<file path="src/shared/sspl_pkg.sv">
// Shared constants, register map and carrier types of the serial pin logic
package sspl_pkg;

	localparam int unsigned NUM_CH = 2;
	localparam int unsigned ADDR_W = 8;

	// =====================================================================
	// Register map (byte addresses, channel B adds the stride)
	localparam logic [7:0] OFS_RX_CTRL   = 8'h00;
	localparam logic [7:0] OFS_TX_CTRL   = 8'h04;
	localparam logic [7:0] OFS_LINE_MODE = 8'h08;
	localparam logic [7:0] OFS_MISC      = 8'h0c;
	localparam logic [7:0] OFS_EXT       = 8'h10;
	localparam logic [7:0] OFS_STATUS    = 8'h14;
	localparam logic [7:0] CH_STRIDE     = 8'h20;
	localparam logic [7:0] CH_SPAN       = 8'h40;
	localparam logic [7:0] OFS_VECTOR    = 8'h40;
	localparam logic [7:0] OFS_IRQ_CTRL  = 8'h44;
	localparam int unsigned CH_SEL_BIT   = 5;

	// =====================================================================
	// Field positions
	localparam int unsigned RXC_AUTO_EN  = 5;
	localparam int unsigned TXC_RTS      = 1;
	localparam int unsigned TXC_DTR      = 7;
	localparam int unsigned MISC_WREQ    = 1;
	localparam int unsigned MISC_REQ_SEL = 2;
	localparam int unsigned EXT_RTS_FLAG = 2;
	localparam int unsigned EXT_REQ_FAST = 4;
	localparam int unsigned LM_MODE_LO   = 0;
	localparam int unsigned LM_SYNC_EN   = 2;
	localparam int unsigned LM_XTAL      = 3;
	localparam int unsigned LM_MULT_LO   = 4;
	localparam int unsigned ST_CTS       = 0;
	localparam int unsigned ST_DCD       = 1;
	localparam int unsigned ST_SYNC      = 2;
	localparam int unsigned ST_CTS_CHG   = 4;
	localparam int unsigned ST_DCD_CHG   = 5;
	localparam int unsigned ST_SYNC_CHG  = 6;
	localparam int unsigned IRQ_IUS      = 0;
	localparam int unsigned IRQ_PEND     = 1;

	// =====================================================================
	// Reset values and timing
	localparam logic [7:0] CFG_RESET    = 8'h00;
	localparam logic [7:0] VECTOR_RESET = 8'h00;
	localparam logic [2:0] REQ_RELEASE_CYCLES = 3'h4;
	localparam logic [1:0] RESP_OKAY    = 2'h0;
	localparam logic [1:0] RESP_SLVERR  = 2'h2;

	typedef enum logic [1:0]
	{
		SSPL_ASYNC    = 2'b00,
		SSPL_EXT_SYNC = 2'b01,
		SSPL_INT_SYNC = 2'b10,
		SSPL_SDLC     = 2'b11
	} sspl_mode_t;

	typedef enum logic [1:0]
	{
		SSPL_X1  = 2'b00,
		SSPL_X16 = 2'b01,
		SSPL_X32 = 2'b10,
		SSPL_X64 = 2'b11
	} sspl_mult_t;

	typedef struct packed
	{
		logic [7:0] rx_ctrl;
		logic [7:0] tx_ctrl;
		logic [7:0] line_mode;
		logic [7:0] misc;
		logic [7:0] ext;
	} sspl_cfg_t;

	// Modem-side pins of one channel, as seen after the synchroniser
	typedef struct packed
	{
		logic cts_n;
		logic dcd_n;
		logic sync_n;
		logic rtclk;
	} sspl_pins_t;

endpackage

</file>
<file path="src/rtl/sspl_pin_logic.sv">
// Pin logic of a two-channel serial controller with an AXI4-Lite register slave
//
// Overview of operation
// - Auto enable set: low clear-to-send enables that channel's transmitter.
// - Clear-to-send edges both ways are detected and can request an interrupt.
// - Auto enable set: carrier detect enables receiver; else general input with events.
// - Async with auto enable: request-to-send rises only after transmitter empties.
// - Auto enable off, except SDLC with feature bit: request-to-send pin is inverse of its control bit.
// - SDLC with feature bit: request-to-send released after closing flag left.
// - Async receive, no crystal: sync pin is input updating only status.
// - External sync: low sync input starts character assembly at prior clock edge.
// - Internal mono/bisync: sync pin outputs a pulse per recognised pattern.
// - SDLC: sync pin outputs flag receipt; becomes output once sync enabled.
// - Ready/request pin follows ready bit, or transmit DMA request when selected.
// - Request release: wait-pin timing with feature bit, else four clocks.
// - Wait/request pin resets to wait, open-drain; driven when request.
// - Receive clock may be 1, 16, 32 or 64 times bit rate.
// - During acknowledge, enable-out high only if enable-in high, nothing pending.
// - During acknowledge with enable-in high, vector driven once read strobe active.
// - Acknowledge input captured on rising edge of the master clock.
// - Open-drain active-low interrupt asserted while a request is pending and no interrupt is under service.
// - Address strobe and data strobe low together mean a reset request.
module sspl_pin_logic
	import sspl_pkg::*;
#(
	parameter int unsigned CH = NUM_CH
)
(
	input  wire logic              aclk,                 // Master clock
	input  wire logic              aresetn,              // Synchronous reset, active low
	input  wire logic [ADDR_W-1:0] s_axi_awaddr,         // Write address
	input  wire logic              s_axi_awvalid,        // Write address valid
	output logic                   s_axi_awready,        // Write address ready
	input  wire logic [31:0]       s_axi_wdata,          // Write data
	input  wire logic [3:0]        s_axi_wstrb,          // Write byte enables
	input  wire logic              s_axi_wvalid,         // Write data valid
	output logic                   s_axi_wready,         // Write data ready
	output logic [1:0]             s_axi_bresp,          // Write response
	output logic                   s_axi_bvalid,         // Write response valid
	input  wire logic              s_axi_bready,         // Write response ready
	input  wire logic [ADDR_W-1:0] s_axi_araddr,         // Read address
	input  wire logic              s_axi_arvalid,        // Read address valid
	output logic                   s_axi_arready,        // Read address ready
	output logic [31:0]            s_axi_rdata,          // Read data
	output logic [1:0]             s_axi_rresp,          // Read response
	output logic                   s_axi_rvalid,         // Read data valid
	input  wire logic              s_axi_rready,         // Read data ready
	input  wire logic [CH-1:0]     cts_n,                // Clear-to-send pins
	input  wire logic [CH-1:0]     dcd_n,                // Carrier-detect pins
	input  wire logic [CH-1:0]     sync_pin_i,           // Sync pin level
	output logic [CH-1:0]          sync_pin_o,           // Sync pin drive value
	output logic [CH-1:0]          sync_pin_oe,          // Sync pin drive enable
	input  wire logic [CH-1:0]     rx_tx_clock_pin,      // Receive clock pins
	output logic [CH-1:0]          rts_n,                // Request-to-send pins
	output logic [CH-1:0]          terminal_ready_or_request_n, // Ready/request pins
	output logic [CH-1:0]          wait_or_request_o,    // Wait/request drive value
	output logic [CH-1:0]          wait_or_request_oe,   // Wait/request drive enable
	input  wire logic              chain_enable_in,      // Daisy-chain enable in
	output logic                   chain_enable_out,     // Daisy-chain enable out
	output logic                   int_o,                // Interrupt drive value
	output logic                   int_oe,               // Interrupt drive enable
	input  wire logic              irq_acknowledge_n,    // Acknowledge strobe
	input  wire logic              read_strobe_n,        // Host read strobe
	output logic [7:0]             data_o,               // Vector drive value
	output logic                   data_oe,              // Vector drive enable
	input  wire logic              address_strobe_n,     // Muxed-bus address strobe
	input  wire logic              data_strobe_n,        // Muxed-bus data strobe
	output logic                   reset_request,        // Strobes both low
	input  wire logic [CH-1:0]     tx_empty,             // Transmitter drained
	input  wire logic [CH-1:0]     closing_flag_done,    // Closing flag left data pin
	input  wire logic [CH-1:0]     sync_found,           // Sync pattern recognised
	input  wire logic [CH-1:0]     flag_found,           // SDLC flag received
	input  wire logic [CH-1:0]     tx_dma_need,          // Transmitter wants data
	input  wire logic [CH-1:0]     wait_need,            // Host must wait / DMA due
	output logic [CH-1:0]          tx_enable,            // Transmitter allowed
	output logic [CH-1:0]          rx_enable,            // Receiver allowed
	output logic [CH-1:0]          rx_sample_tick,       // One pulse per bit time
	output logic [CH-1:0]          char_start            // Begin character assembly
);

	// =====================================================================
	// Shared synchroniser for bus-side strobes
	logic [3:0] bus_meta;
	logic [3:0] bus_sync;
	logic       ien_s;
	logic       ack_s;
	logic       rd_s;
	logic       rd_prev;
	logic [3:0] bus_raw;

	assign bus_raw = {chain_enable_in, irq_acknowledge_n, read_strobe_n,
		address_strobe_n | data_strobe_n};

	always_ff @(posedge aclk)
	begin
		if (!aresetn)
		begin
			bus_meta <= 4'hf;
			bus_sync <= 4'hf;
		end
		else
		begin
			bus_meta <= bus_raw;
			bus_sync <= bus_meta;
		end
	end

	assign ien_s = bus_sync[3];
	assign ack_s = ~bus_sync[2];
	assign rd_s  = ~bus_sync[1];

	always_ff @(posedge aclk)
	begin
		if (!aresetn)
			reset_request <= 1'b0;
		else
			reset_request <= ~bus_sync[0];
	end

	// =====================================================================
	// Register file and AXI4-Lite slave
	sspl_cfg_t         cfg [CH];
	logic [CH-1:0][7:0] status;
	logic [7:0]        vector;
	logic              ius;
	logic              pending;
	logic [ADDR_W-1:0] aw_addr;
	logic [31:0]       w_data;
	logic [3:0]        w_strb;
	logic              aw_held;
	logic              w_held;
	logic              commit;
	logic [7:0]        wbyte;
	logic              wr_ch;
	logic [7:0]        wr_ofs;
	logic              rd_ch;
	logic [7:0]        rd_ofs;
	logic [7:0]        next_rdata;
	logic              rd_hit;

	assign commit = aw_held & w_held & ~s_axi_bvalid;
	assign wbyte  = w_data[7:0];
	assign wr_ch  = aw_addr[CH_SEL_BIT];
	assign wr_ofs = aw_addr & ~CH_STRIDE;
	assign rd_ch  = s_axi_araddr[CH_SEL_BIT];
	assign rd_ofs = s_axi_araddr & ~CH_STRIDE;

	always_ff @(posedge aclk)
	begin
		if (!aresetn)
		begin
			s_axi_awready <= 1'b0;
			s_axi_wready  <= 1'b0;
			s_axi_bvalid  <= 1'b0;
			s_axi_bresp   <= RESP_OKAY;
			aw_held       <= 1'b0;
			w_held        <= 1'b0;
			aw_addr       <= '0;
			w_data        <= '0;
			w_strb        <= '0;
		end
		else
		begin
			if (s_axi_awvalid && s_axi_awready)
			begin
				aw_held       <= 1'b1;
				aw_addr       <= s_axi_awaddr;
				s_axi_awready <= 1'b0;
			end
			else if (!aw_held && !s_axi_bvalid)
				s_axi_awready <= 1'b1;
			if (s_axi_wvalid && s_axi_wready)
			begin
				w_held       <= 1'b1;
				w_data       <= s_axi_wdata;
				w_strb       <= s_axi_wstrb;
				s_axi_wready <= 1'b0;
			end
			else if (!w_held && !s_axi_bvalid)
				s_axi_wready <= 1'b1;
			if (commit)
			begin
				aw_held      <= 1'b0;
				w_held       <= 1'b0;
				s_axi_bvalid <= 1'b1;
				s_axi_bresp  <= ((aw_addr < CH_SPAN) ? (wr_ofs inside {OFS_RX_CTRL, OFS_TX_CTRL,
					OFS_LINE_MODE, OFS_MISC, OFS_EXT, OFS_STATUS}) : (aw_addr == OFS_VECTOR
					|| aw_addr == OFS_IRQ_CTRL)) ? RESP_OKAY : RESP_SLVERR;
			end
			else if (s_axi_bready)
				s_axi_bvalid <= 1'b0;
		end
	end

	always_comb
	begin
		rd_hit     = 1'b1;
		next_rdata = '0;
		if (s_axi_araddr < CH_SPAN)
		begin
			unique case (rd_ofs)
				OFS_RX_CTRL:   next_rdata = cfg[rd_ch].rx_ctrl;
				OFS_TX_CTRL:   next_rdata = cfg[rd_ch].tx_ctrl;
				OFS_LINE_MODE: next_rdata = cfg[rd_ch].line_mode;
				OFS_MISC:      next_rdata = cfg[rd_ch].misc;
				OFS_EXT:       next_rdata = cfg[rd_ch].ext;
				OFS_STATUS:    next_rdata = status[rd_ch];
				default:       rd_hit = 1'b0;
			endcase
		end
		else if (s_axi_araddr == OFS_VECTOR)
			next_rdata = vector;
		else if (s_axi_araddr == OFS_IRQ_CTRL)
		begin
			next_rdata[IRQ_IUS]  = ius;
			next_rdata[IRQ_PEND] = pending;
		end
		else
			rd_hit = 1'b0;
	end

	always_ff @(posedge aclk)
	begin
		if (!aresetn)
		begin
			s_axi_arready <= 1'b0;
			s_axi_rvalid  <= 1'b0;
			s_axi_rdata   <= '0;
			s_axi_rresp   <= RESP_OKAY;
		end
		else if (s_axi_arvalid && s_axi_arready)
		begin
			s_axi_arready <= 1'b0;
			s_axi_rvalid  <= 1'b1;
			s_axi_rdata   <= {24'h000000, next_rdata};
			s_axi_rresp   <= rd_hit ? RESP_OKAY : RESP_SLVERR;
		end
		else if (s_axi_rvalid)
		begin
			if (s_axi_rready)
				s_axi_rvalid <= 1'b0;
		end
		else
			s_axi_arready <= 1'b1;
	end

	always_ff @(posedge aclk)
	begin
		if (!aresetn)
			vector <= VECTOR_RESET;
		else if (commit && w_strb[0] && aw_addr == OFS_VECTOR)
			vector <= wbyte;
	end

	// =====================================================================
	// Interrupt daisy chain and vector
	logic [CH-1:0] ch_pending;
	logic          ius_clr;

	assign pending = |ch_pending;
	assign ius_clr = commit && w_strb[0] && aw_addr == OFS_IRQ_CTRL && wbyte[IRQ_IUS];

	always_ff @(posedge aclk)
	begin
		if (!aresetn)
		begin
			rd_prev <= 1'b0;
			ius     <= 1'b0;
		end
		else
		begin
			rd_prev <= rd_s;
			// A new acknowledge wins over a simultaneous software release
			if (ack_s && rd_s && !rd_prev && ien_s && pending)
				ius <= 1'b1;
			else if (ius_clr)
				ius <= 1'b0;
		end
	end

	always_ff @(posedge aclk)
	begin
		if (!aresetn)
		begin
			chain_enable_out <= 1'b0;
			int_o            <= 1'b0;
			int_oe           <= 1'b0;
			data_o           <= '0;
			data_oe          <= 1'b0;
		end
		else
		begin
			if (ack_s)
				chain_enable_out <= ien_s & ~ius & ~pending;
			else
				chain_enable_out <= ien_s & ~ius;
			int_oe  <= pending & ~ius;
			data_oe <= ack_s & rd_s & ien_s;
			data_o  <= vector;
		end
	end

	// =====================================================================
	// Per-channel modem, sync, clock and request logic
	generate
		for (genvar c = 0; c < CH; c++)
		begin : g_ch
			sspl_pins_t pin_meta;
			sspl_pins_t pin_s;
			sspl_pins_t pin_prev;
			sspl_mode_t mode;
			sspl_mult_t mult;
			logic       auto_en;
			logic       sync_out_mode;
			logic       wsel;
			logic [7:0] st_clr;
			logic [5:0] div_cnt;
			logic [5:0] div_last;
			logic       rtclk_rise;
			logic       rts_hold;
			logic [2:0] rel_cnt;
			logic       req_act;

			assign mode    = sspl_mode_t'(cfg[c].line_mode[LM_MODE_LO +: 2]);
			assign mult    = sspl_mult_t'(cfg[c].line_mode[LM_MULT_LO +: 2]);
			assign auto_en = cfg[c].rx_ctrl[RXC_AUTO_EN];
			assign sync_out_mode = (mode == SSPL_INT_SYNC || mode == SSPL_SDLC)
				&& cfg[c].line_mode[LM_SYNC_EN] && !cfg[c].line_mode[LM_XTAL];
			assign wsel    = commit && w_strb[0] && aw_addr < CH_SPAN && wr_ch == c;
			assign st_clr  = (wsel && wr_ofs == OFS_STATUS) ? wbyte : 8'h00;
			assign rtclk_rise = pin_s.rtclk & ~pin_prev.rtclk;
			assign ch_pending[c] = status[c][ST_CTS_CHG] | status[c][ST_DCD_CHG];

			always_ff @(posedge aclk)
			begin
				if (!aresetn)
				begin
					pin_meta <= '1;
					pin_s    <= '1;
					pin_prev <= '1;
				end
				else
				begin
					pin_meta <= {cts_n[c], dcd_n[c], sync_pin_i[c], rx_tx_clock_pin[c]};
					pin_s    <= pin_meta;
					pin_prev <= pin_s;
				end
			end

			always_ff @(posedge aclk)
			begin
				if (!aresetn)
					cfg[c] <= '{CFG_RESET, CFG_RESET, CFG_RESET, CFG_RESET, CFG_RESET};
				else if (wsel)
				begin
					unique case (wr_ofs)
						OFS_RX_CTRL:   cfg[c].rx_ctrl   <= wbyte;
						OFS_TX_CTRL:   cfg[c].tx_ctrl   <= wbyte;
						OFS_LINE_MODE: cfg[c].line_mode <= wbyte;
						OFS_MISC:      cfg[c].misc      <= wbyte;
						OFS_EXT:       cfg[c].ext       <= wbyte;
						default:       ;
					endcase
				end
			end

			// Change flags are sticky; an edge in the clearing cycle survives
			always_ff @(posedge aclk)
			begin
				if (!aresetn)
					status[c] <= '0;
				else
				begin
					status[c][ST_CTS]  <= ~pin_s.cts_n;
					status[c][ST_DCD]  <= ~pin_s.dcd_n;
					status[c][ST_SYNC] <= ~pin_s.sync_n;
					status[c][ST_CTS_CHG] <= (status[c][ST_CTS_CHG] & ~st_clr[ST_CTS_CHG])
						| (pin_s.cts_n ^ pin_prev.cts_n);
					status[c][ST_DCD_CHG] <= (status[c][ST_DCD_CHG] & ~st_clr[ST_DCD_CHG])
						| (pin_s.dcd_n ^ pin_prev.dcd_n);
					// Sync edges only mark status, never request an interrupt
					status[c][ST_SYNC_CHG] <= (status[c][ST_SYNC_CHG]
						& ~st_clr[ST_SYNC_CHG])
						| (!sync_out_mode && (pin_s.sync_n ^ pin_prev.sync_n));
				end
			end

			always_ff @(posedge aclk)
			begin
				if (!aresetn)
				begin
					tx_enable[c] <= 1'b0;
					rx_enable[c] <= 1'b0;
				end
				else
				begin
					tx_enable[c] <= auto_en ? ~pin_s.cts_n : 1'b1;
					rx_enable[c] <= auto_en ? ~pin_s.dcd_n : 1'b1;
				end
			end

			// Request-to-send: hold the line active until the drain condition
			always_ff @(posedge aclk)
			begin
				if (!aresetn)
				begin
					rts_hold <= 1'b0;
					rts_n[c] <= 1'b1;
				end
				else if (cfg[c].tx_ctrl[TXC_RTS])
				begin
					rts_hold <= 1'b1;
					rts_n[c] <= 1'b0;
				end
				else if (mode == SSPL_SDLC && cfg[c].ext[EXT_RTS_FLAG] && rts_hold)
				begin
					rts_hold <= ~closing_flag_done[c];
					rts_n[c] <= closing_flag_done[c];
				end
				else if (auto_en && mode == SSPL_ASYNC && rts_hold)
				begin
					rts_hold <= ~tx_empty[c];
					rts_n[c] <= tx_empty[c];
				end
				else
				begin
					rts_hold <= 1'b0;
					rts_n[c] <= 1'b1;
				end
			end

			// Sync pin turns round only in the sync output modes
			always_ff @(posedge aclk)
			begin
				if (!aresetn)
				begin
					sync_pin_oe[c] <= 1'b0;
					sync_pin_o[c]  <= 1'b1;
					char_start[c]  <= 1'b0;
				end
				else
				begin
					sync_pin_oe[c] <= sync_out_mode;
					if (mode == SSPL_SDLC)
						sync_pin_o[c] <= ~flag_found[c];
					else
						sync_pin_o[c] <= ~sync_found[c];
					char_start[c] <= mode == SSPL_EXT_SYNC && !cfg[c].line_mode[LM_XTAL]
						&& !pin_s.sync_n && pin_prev.sync_n;
				end
			end

			// Bit-rate divider counts receive clock edges seen by aclk
			always_comb
			begin
				unique case (mult)
					SSPL_X1:  div_last = 6'd0;
					SSPL_X16: div_last = 6'd15;
					SSPL_X32: div_last = 6'd31;
					SSPL_X64: div_last = 6'd63;
				endcase
			end

			always_ff @(posedge aclk)
			begin
				if (!aresetn)
				begin
					div_cnt           <= '0;
					rx_sample_tick[c] <= 1'b0;
				end
				else
				begin
					rx_sample_tick[c] <= rtclk_rise && div_cnt >= div_last;
					if (rtclk_rise)
						div_cnt <= (div_cnt >= div_last) ? 6'd0 : div_cnt + 6'd1;
				end
			end

			// Ready/request with programmable release delay
			always_ff @(posedge aclk)
			begin
				if (!aresetn)
				begin
					rel_cnt <= '0;
					req_act <= 1'b0;
					terminal_ready_or_request_n[c] <= 1'b1;
				end
				else
				begin
					if (tx_dma_need[c])
					begin
						req_act <= 1'b1;
						rel_cnt <= REQ_RELEASE_CYCLES - 3'd1;
					end
					else if (cfg[c].ext[EXT_REQ_FAST] || rel_cnt == '0)
						req_act <= 1'b0;
					else
						rel_cnt <= rel_cnt - 3'd1;
					if (cfg[c].misc[MISC_REQ_SEL])
						terminal_ready_or_request_n[c] <= ~(tx_dma_need[c]
							| (req_act & ~cfg[c].ext[EXT_REQ_FAST] & rel_cnt != '0));
					else
						terminal_ready_or_request_n[c] <= ~cfg[c].tx_ctrl[TXC_DTR];
				end
			end

			always_ff @(posedge aclk)
			begin
				if (!aresetn)
				begin
					wait_or_request_o[c]  <= 1'b0;
					wait_or_request_oe[c] <= 1'b0;
				end
				else if (cfg[c].misc[MISC_WREQ])
				begin
					wait_or_request_o[c]  <= ~wait_need[c];
					wait_or_request_oe[c] <= 1'b1;
				end
				else
				begin
					wait_or_request_o[c]  <= 1'b0;
					wait_or_request_oe[c] <= wait_need[c];
				end
			end
		end
	endgenerate

endmodule

</file>
<file path="config.mk">
export PLATFORM = sky130hd
export DESIGN_NAME = sspl_pin_logic
export DESIGN_NICKNAME = d
export VERILOG_FILES = /design/src/shared/sspl_pkg.sv /design/src/rtl/sspl_pin_logic.sv
export SDC_FILE = /design/constraint.sdc
export NUM_CORES = 1
export LEC_CHECK = 0
export BUFFER_PORTS_ARGS = -buffer_cell sky130_fd_sc_hd__buf_2
export CORE_MARGIN = 2
export CORE_UTILIZATION = 60
export DETAILED_ROUTE_END_ITERATION = 12
export PLACE_DENSITY = 0.91
export SETUP_SLACK_MARGIN = 0.1
export SLEW_MARGIN = 20
export SYNTH_ARGS = -nofsm -noshare
export SYNTH_HDL_FRONTEND = slang
export SYNTH_SLANG_ARGS = --single-unit
</file>
<file path="constraint.sdc">
create_clock -name aclk -period 3.65 [get_ports aclk]
set_input_delay 0 -clock aclk [delete_from_list [all_inputs] [get_ports aclk]]
set_output_delay 0 -clock aclk [all_outputs]
set_load 0.005 [all_outputs]
</file>
==> results.yml <==
run_status:
  outcome: "complete, no violations"
setup_path:
  cpPeakStageDelay_ns: 0.68
  cp_slowest_cell: "dfxtp_1"
  crit_fanout: 14
  cp.required_ns: 3.91
  cp-start-kind: "flip-flop"
  cp_data_arrival_time_ns: 2.69
  path_cells: "clkinv_1 -> nand4_1 -> nor2_1 -> and2_1"
  worstSetupPathType: "flip-flop to flip-flop"
  end_kind: "flip-flop"
timing:
  fmax_ghz: 0.410
  worst_slew_pin_slew_ns: 1.09
  finalHoldViolCount: 0
  slew_viol_final: 0
  fin_crit_sh_pct: 66.8
  skew_ns: 0.0135
  min_period_ns: 2.44
  tns_ns: 0
  setup_viol: 0
  max_slew_margin_pct: 26.8
  rsz0062_at_grt: "false"
global_routing:
  grt_use_total_pct: 29.8
  grt_max_degree: 45
  grt-ovfl-total: 0
  antenna_found_initial: 1
  grt_pass1_wl_mm: 38.8
  grt_pass1_vias: 7521
routing:
  drc: 0
  num_vias: 7602
  postRouteAntennaNets: 0
  avgViaCountPerCell: 6.00
  wl_mm: 25.2
  wl_per_cell_um: 19.9
  drt_iter0_drc: 872
  dr.pass1.iters: 7
layout:
  area_delta_synth_final_pct: 19.5
  fin_nets: 1132
  antenna_cells: 0
  drive_above_1_share_pct: 18.0
  fin_util_pct: 72.5
yosys:
  synthTopCellsByCount: "dfxtp_1, edfxtp_1, nand2_1, and2_1, nor2_1"
  syn_inst: 883
  yosysSeqAreaShare_pct: 55.0
  synth_edf_count: 80
  synth_largest_area_cell: "dfxtp_1"
  synth_area_um2: 9540
  yosysMostFrequentCell: "dfxtp_1"
  synth_cell_types: 68
  postSynthAreaPerCell_um2: 10.8
  ys_ff_latch: 222
  yosys_most_used_dff: "dfxtp_1"
  async_flop_share_pct: 0
  synth_warnings: 0
  yosys.area.top_type_share_pct: 29.8
  ys_top_cells_by_area: "dfxtp_1, edfxtp_1, and2_1, nand2_1, a21oi_1"
clock_network:
  insertion_delay_ns: 0.51
  cts_max_path_buffers: 3
  clk_pin_slew_ns: 0.06
  h-tree-depth: 1
  cts_tree: "built"
  cts_root_buffer: "clkbuf_16"
  numCtsBuffers: 22
  cts_sinks: 222
floorplan:
  dieArea_um2: 16900
  start_util_pct: 60.7
  die-height_um: 130
  core_area_um2: 15700
  top_level_ports: 158
  fp.dieW_um: 130
  core.rowCount: 46
run:
  maxCapViolations: 0
placement:
  port_buffers: 103
  dp_hpwl_mm: 15.6
  gp_congestion: 0.973
power_and_ir_drop:
  leakage_nw: 4.53
  irDropWorstVdd_mv: 0.350
  pwr_density_cell_nw_per_um2: 473
min_path:
  hp-class: "input pin to flip-flop"
final cells by class:
cell class                      count  area, um2
Sequential cell                   222       5250
Inverter                           24       90.1
Clock buffer                       34        636
Fill cell                         998       4310
Clock inverter                      6       65.1
Timing Repair Buffer              177       1220
Tap cell                          216        270
Multi-Input combinational cell    589       3870
registers in the layout, indices dropped and copies added (netlist names), 6 cells and up:
register       count
g_ch.pin_s         8
g_ch.pin_prev      8
aw_addr            8
data_o             8
s_axi_rdata        8
g_ch.div_cnt      12
status            12
vector             8
w_data             8
g_ch.rel_cnt       6
g_ch.pin_meta      8
cfg               80
worst max-delay path, delay by kind of cell, from the launching register on:
kind,cells,cell delay (ns)
AND/OR/NAND/NOR,3,1.02
buffers and inverters,1,0.49
flip-flops,1,0.68
timing repair:
action,in CTS,in global routing
hold buffers,60,0
gates resized for setup,0,0
setup buffers,0,0
hold endpoints to repair,58,0
cell families (layout without fill, tap and decap cells):
group / count (synthesis) / after routing / share of synthesized area [%]
other cells: 1 / 27 / 0.0393
xor+xnor: 8 / 8 / 0.735
fa+ha+maj: 12 / 12 / 1.57
simple gates: 342 / 342 / 19.6
flops: 222 / 222 / 55.0
buf+inv: 98 / 241 / 5.42
mux: 44 / 44 / 7.10
compound gates: 156 / 156 / 10.5
power breakdown:
part / leakage [nW] / switching (W) / internal, W
clock network: 0.344 / 0.000929 / 0.00127
logic: 2.20 / 0.000258 / 0.000198
registers: 1.99 / 0.0000790 / 0.00265
total: 4.53 / 0.00127 / 0.00412
per-layer routing:
layer | part of all wire [%] | wire (um) | vias to the layer above | GRT usage [%]
met5 | 0 | 0 | - | 0
met4 | 4.8 | 1220 | 0 | 13.7
li1 | - | - | 3430 | -
met2 | 49 | 12400 | 471 | 51.9
met1 | 37 | 9250 | 3602 | 35.8
met3 | 9.1 | 2310 | 99 | 5.78
path summary, 6_finish.rpt:
path | from | end | slack [ns] | cells after the start
setup reg to reg | aw_addr[5]$_SDFFE_PN0P_ | cfg[0][25]$_SDFFCE_PN0P_ | 1.21 | 4
setup / recovery | aw_addr[5]$_SDFFE_PN0P_ | cfg[0][25]$_SDFFCE_PN0P_ | 1.21 | 4
hold / removal | tx_empty[1] | rts_n[1]$_SDFF_PN1_ | 0.002 | 4
hold reg to reg | bus_sync[0]$_SDFF_PN1_ | reset_request$_SDFF_PN0_ | 0.37 | 1
cell usage in the layout, fill, tap and decap left out, types with 5 or more instances in the layout:
| cell | synthesis | routed |
|---|---|---|
| a21oi_1 | 48 | 48 |
| a31oi_1 | 15 | 15 |
| and2_1 | 60 | 60 |
| buf_2 | 7 | 103 |
| buf_4 | 27 | 14 |
| clkbuf_1 | 30 | 8 |
| clkbuf_16 | 0 | 22 |
| conb_1 | 1 | 27 |
| dfxtp_1 | 142 | 142 |
| dlygate4sd3_1 | 0 | 60 |
| edfxtp_1 | 80 | 80 |
| ha_1 | 12 | 12 |
| inv_1 | 23 | 22 |
| mux2_2 | 11 | 11 |
| mux2i_1 | 17 | 17 |
| mux4_1 | 6 | 6 |
| mux4_2 | 10 | 10 |
| nand2_1 | 67 | 67 |
| nand2b_1 | 34 | 34 |
| nand3_1 | 34 | 34 |
| nand4_1 | 7 | 7 |
| nor2_1 | 49 | 49 |
| nor2b_1 | 6 | 6 |
| nor3_1 | 34 | 34 |
| nor4_1 | 21 | 21 |
| o211ai_1 | 7 | 7 |
| o21a_1 | 9 | 9 |
| o21ai_0 | 27 | 27 |
| o31ai_1 | 9 | 9 |
| or2_2 | 5 | 5 |
| xnor2_1 | 6 | 6 |
per-stage QoR:
step                cells  area, um2  hold WS, ns  setup slack (ns)  total power, W
floorplan             909       9630       0.0721              1.58         0.00304
global placement     1168      10100        0.177              1.49         0.00315
detailed placement   1168      10100        0.181              1.35         0.00317
CTS                  1268      11400      0.00220              1.33         0.00537
global route         1268      11400       0.0245              1.15         0.00554
finish               1268      11400      0.00180              1.21         0.00539
Power figures use the tool's default switching activity.
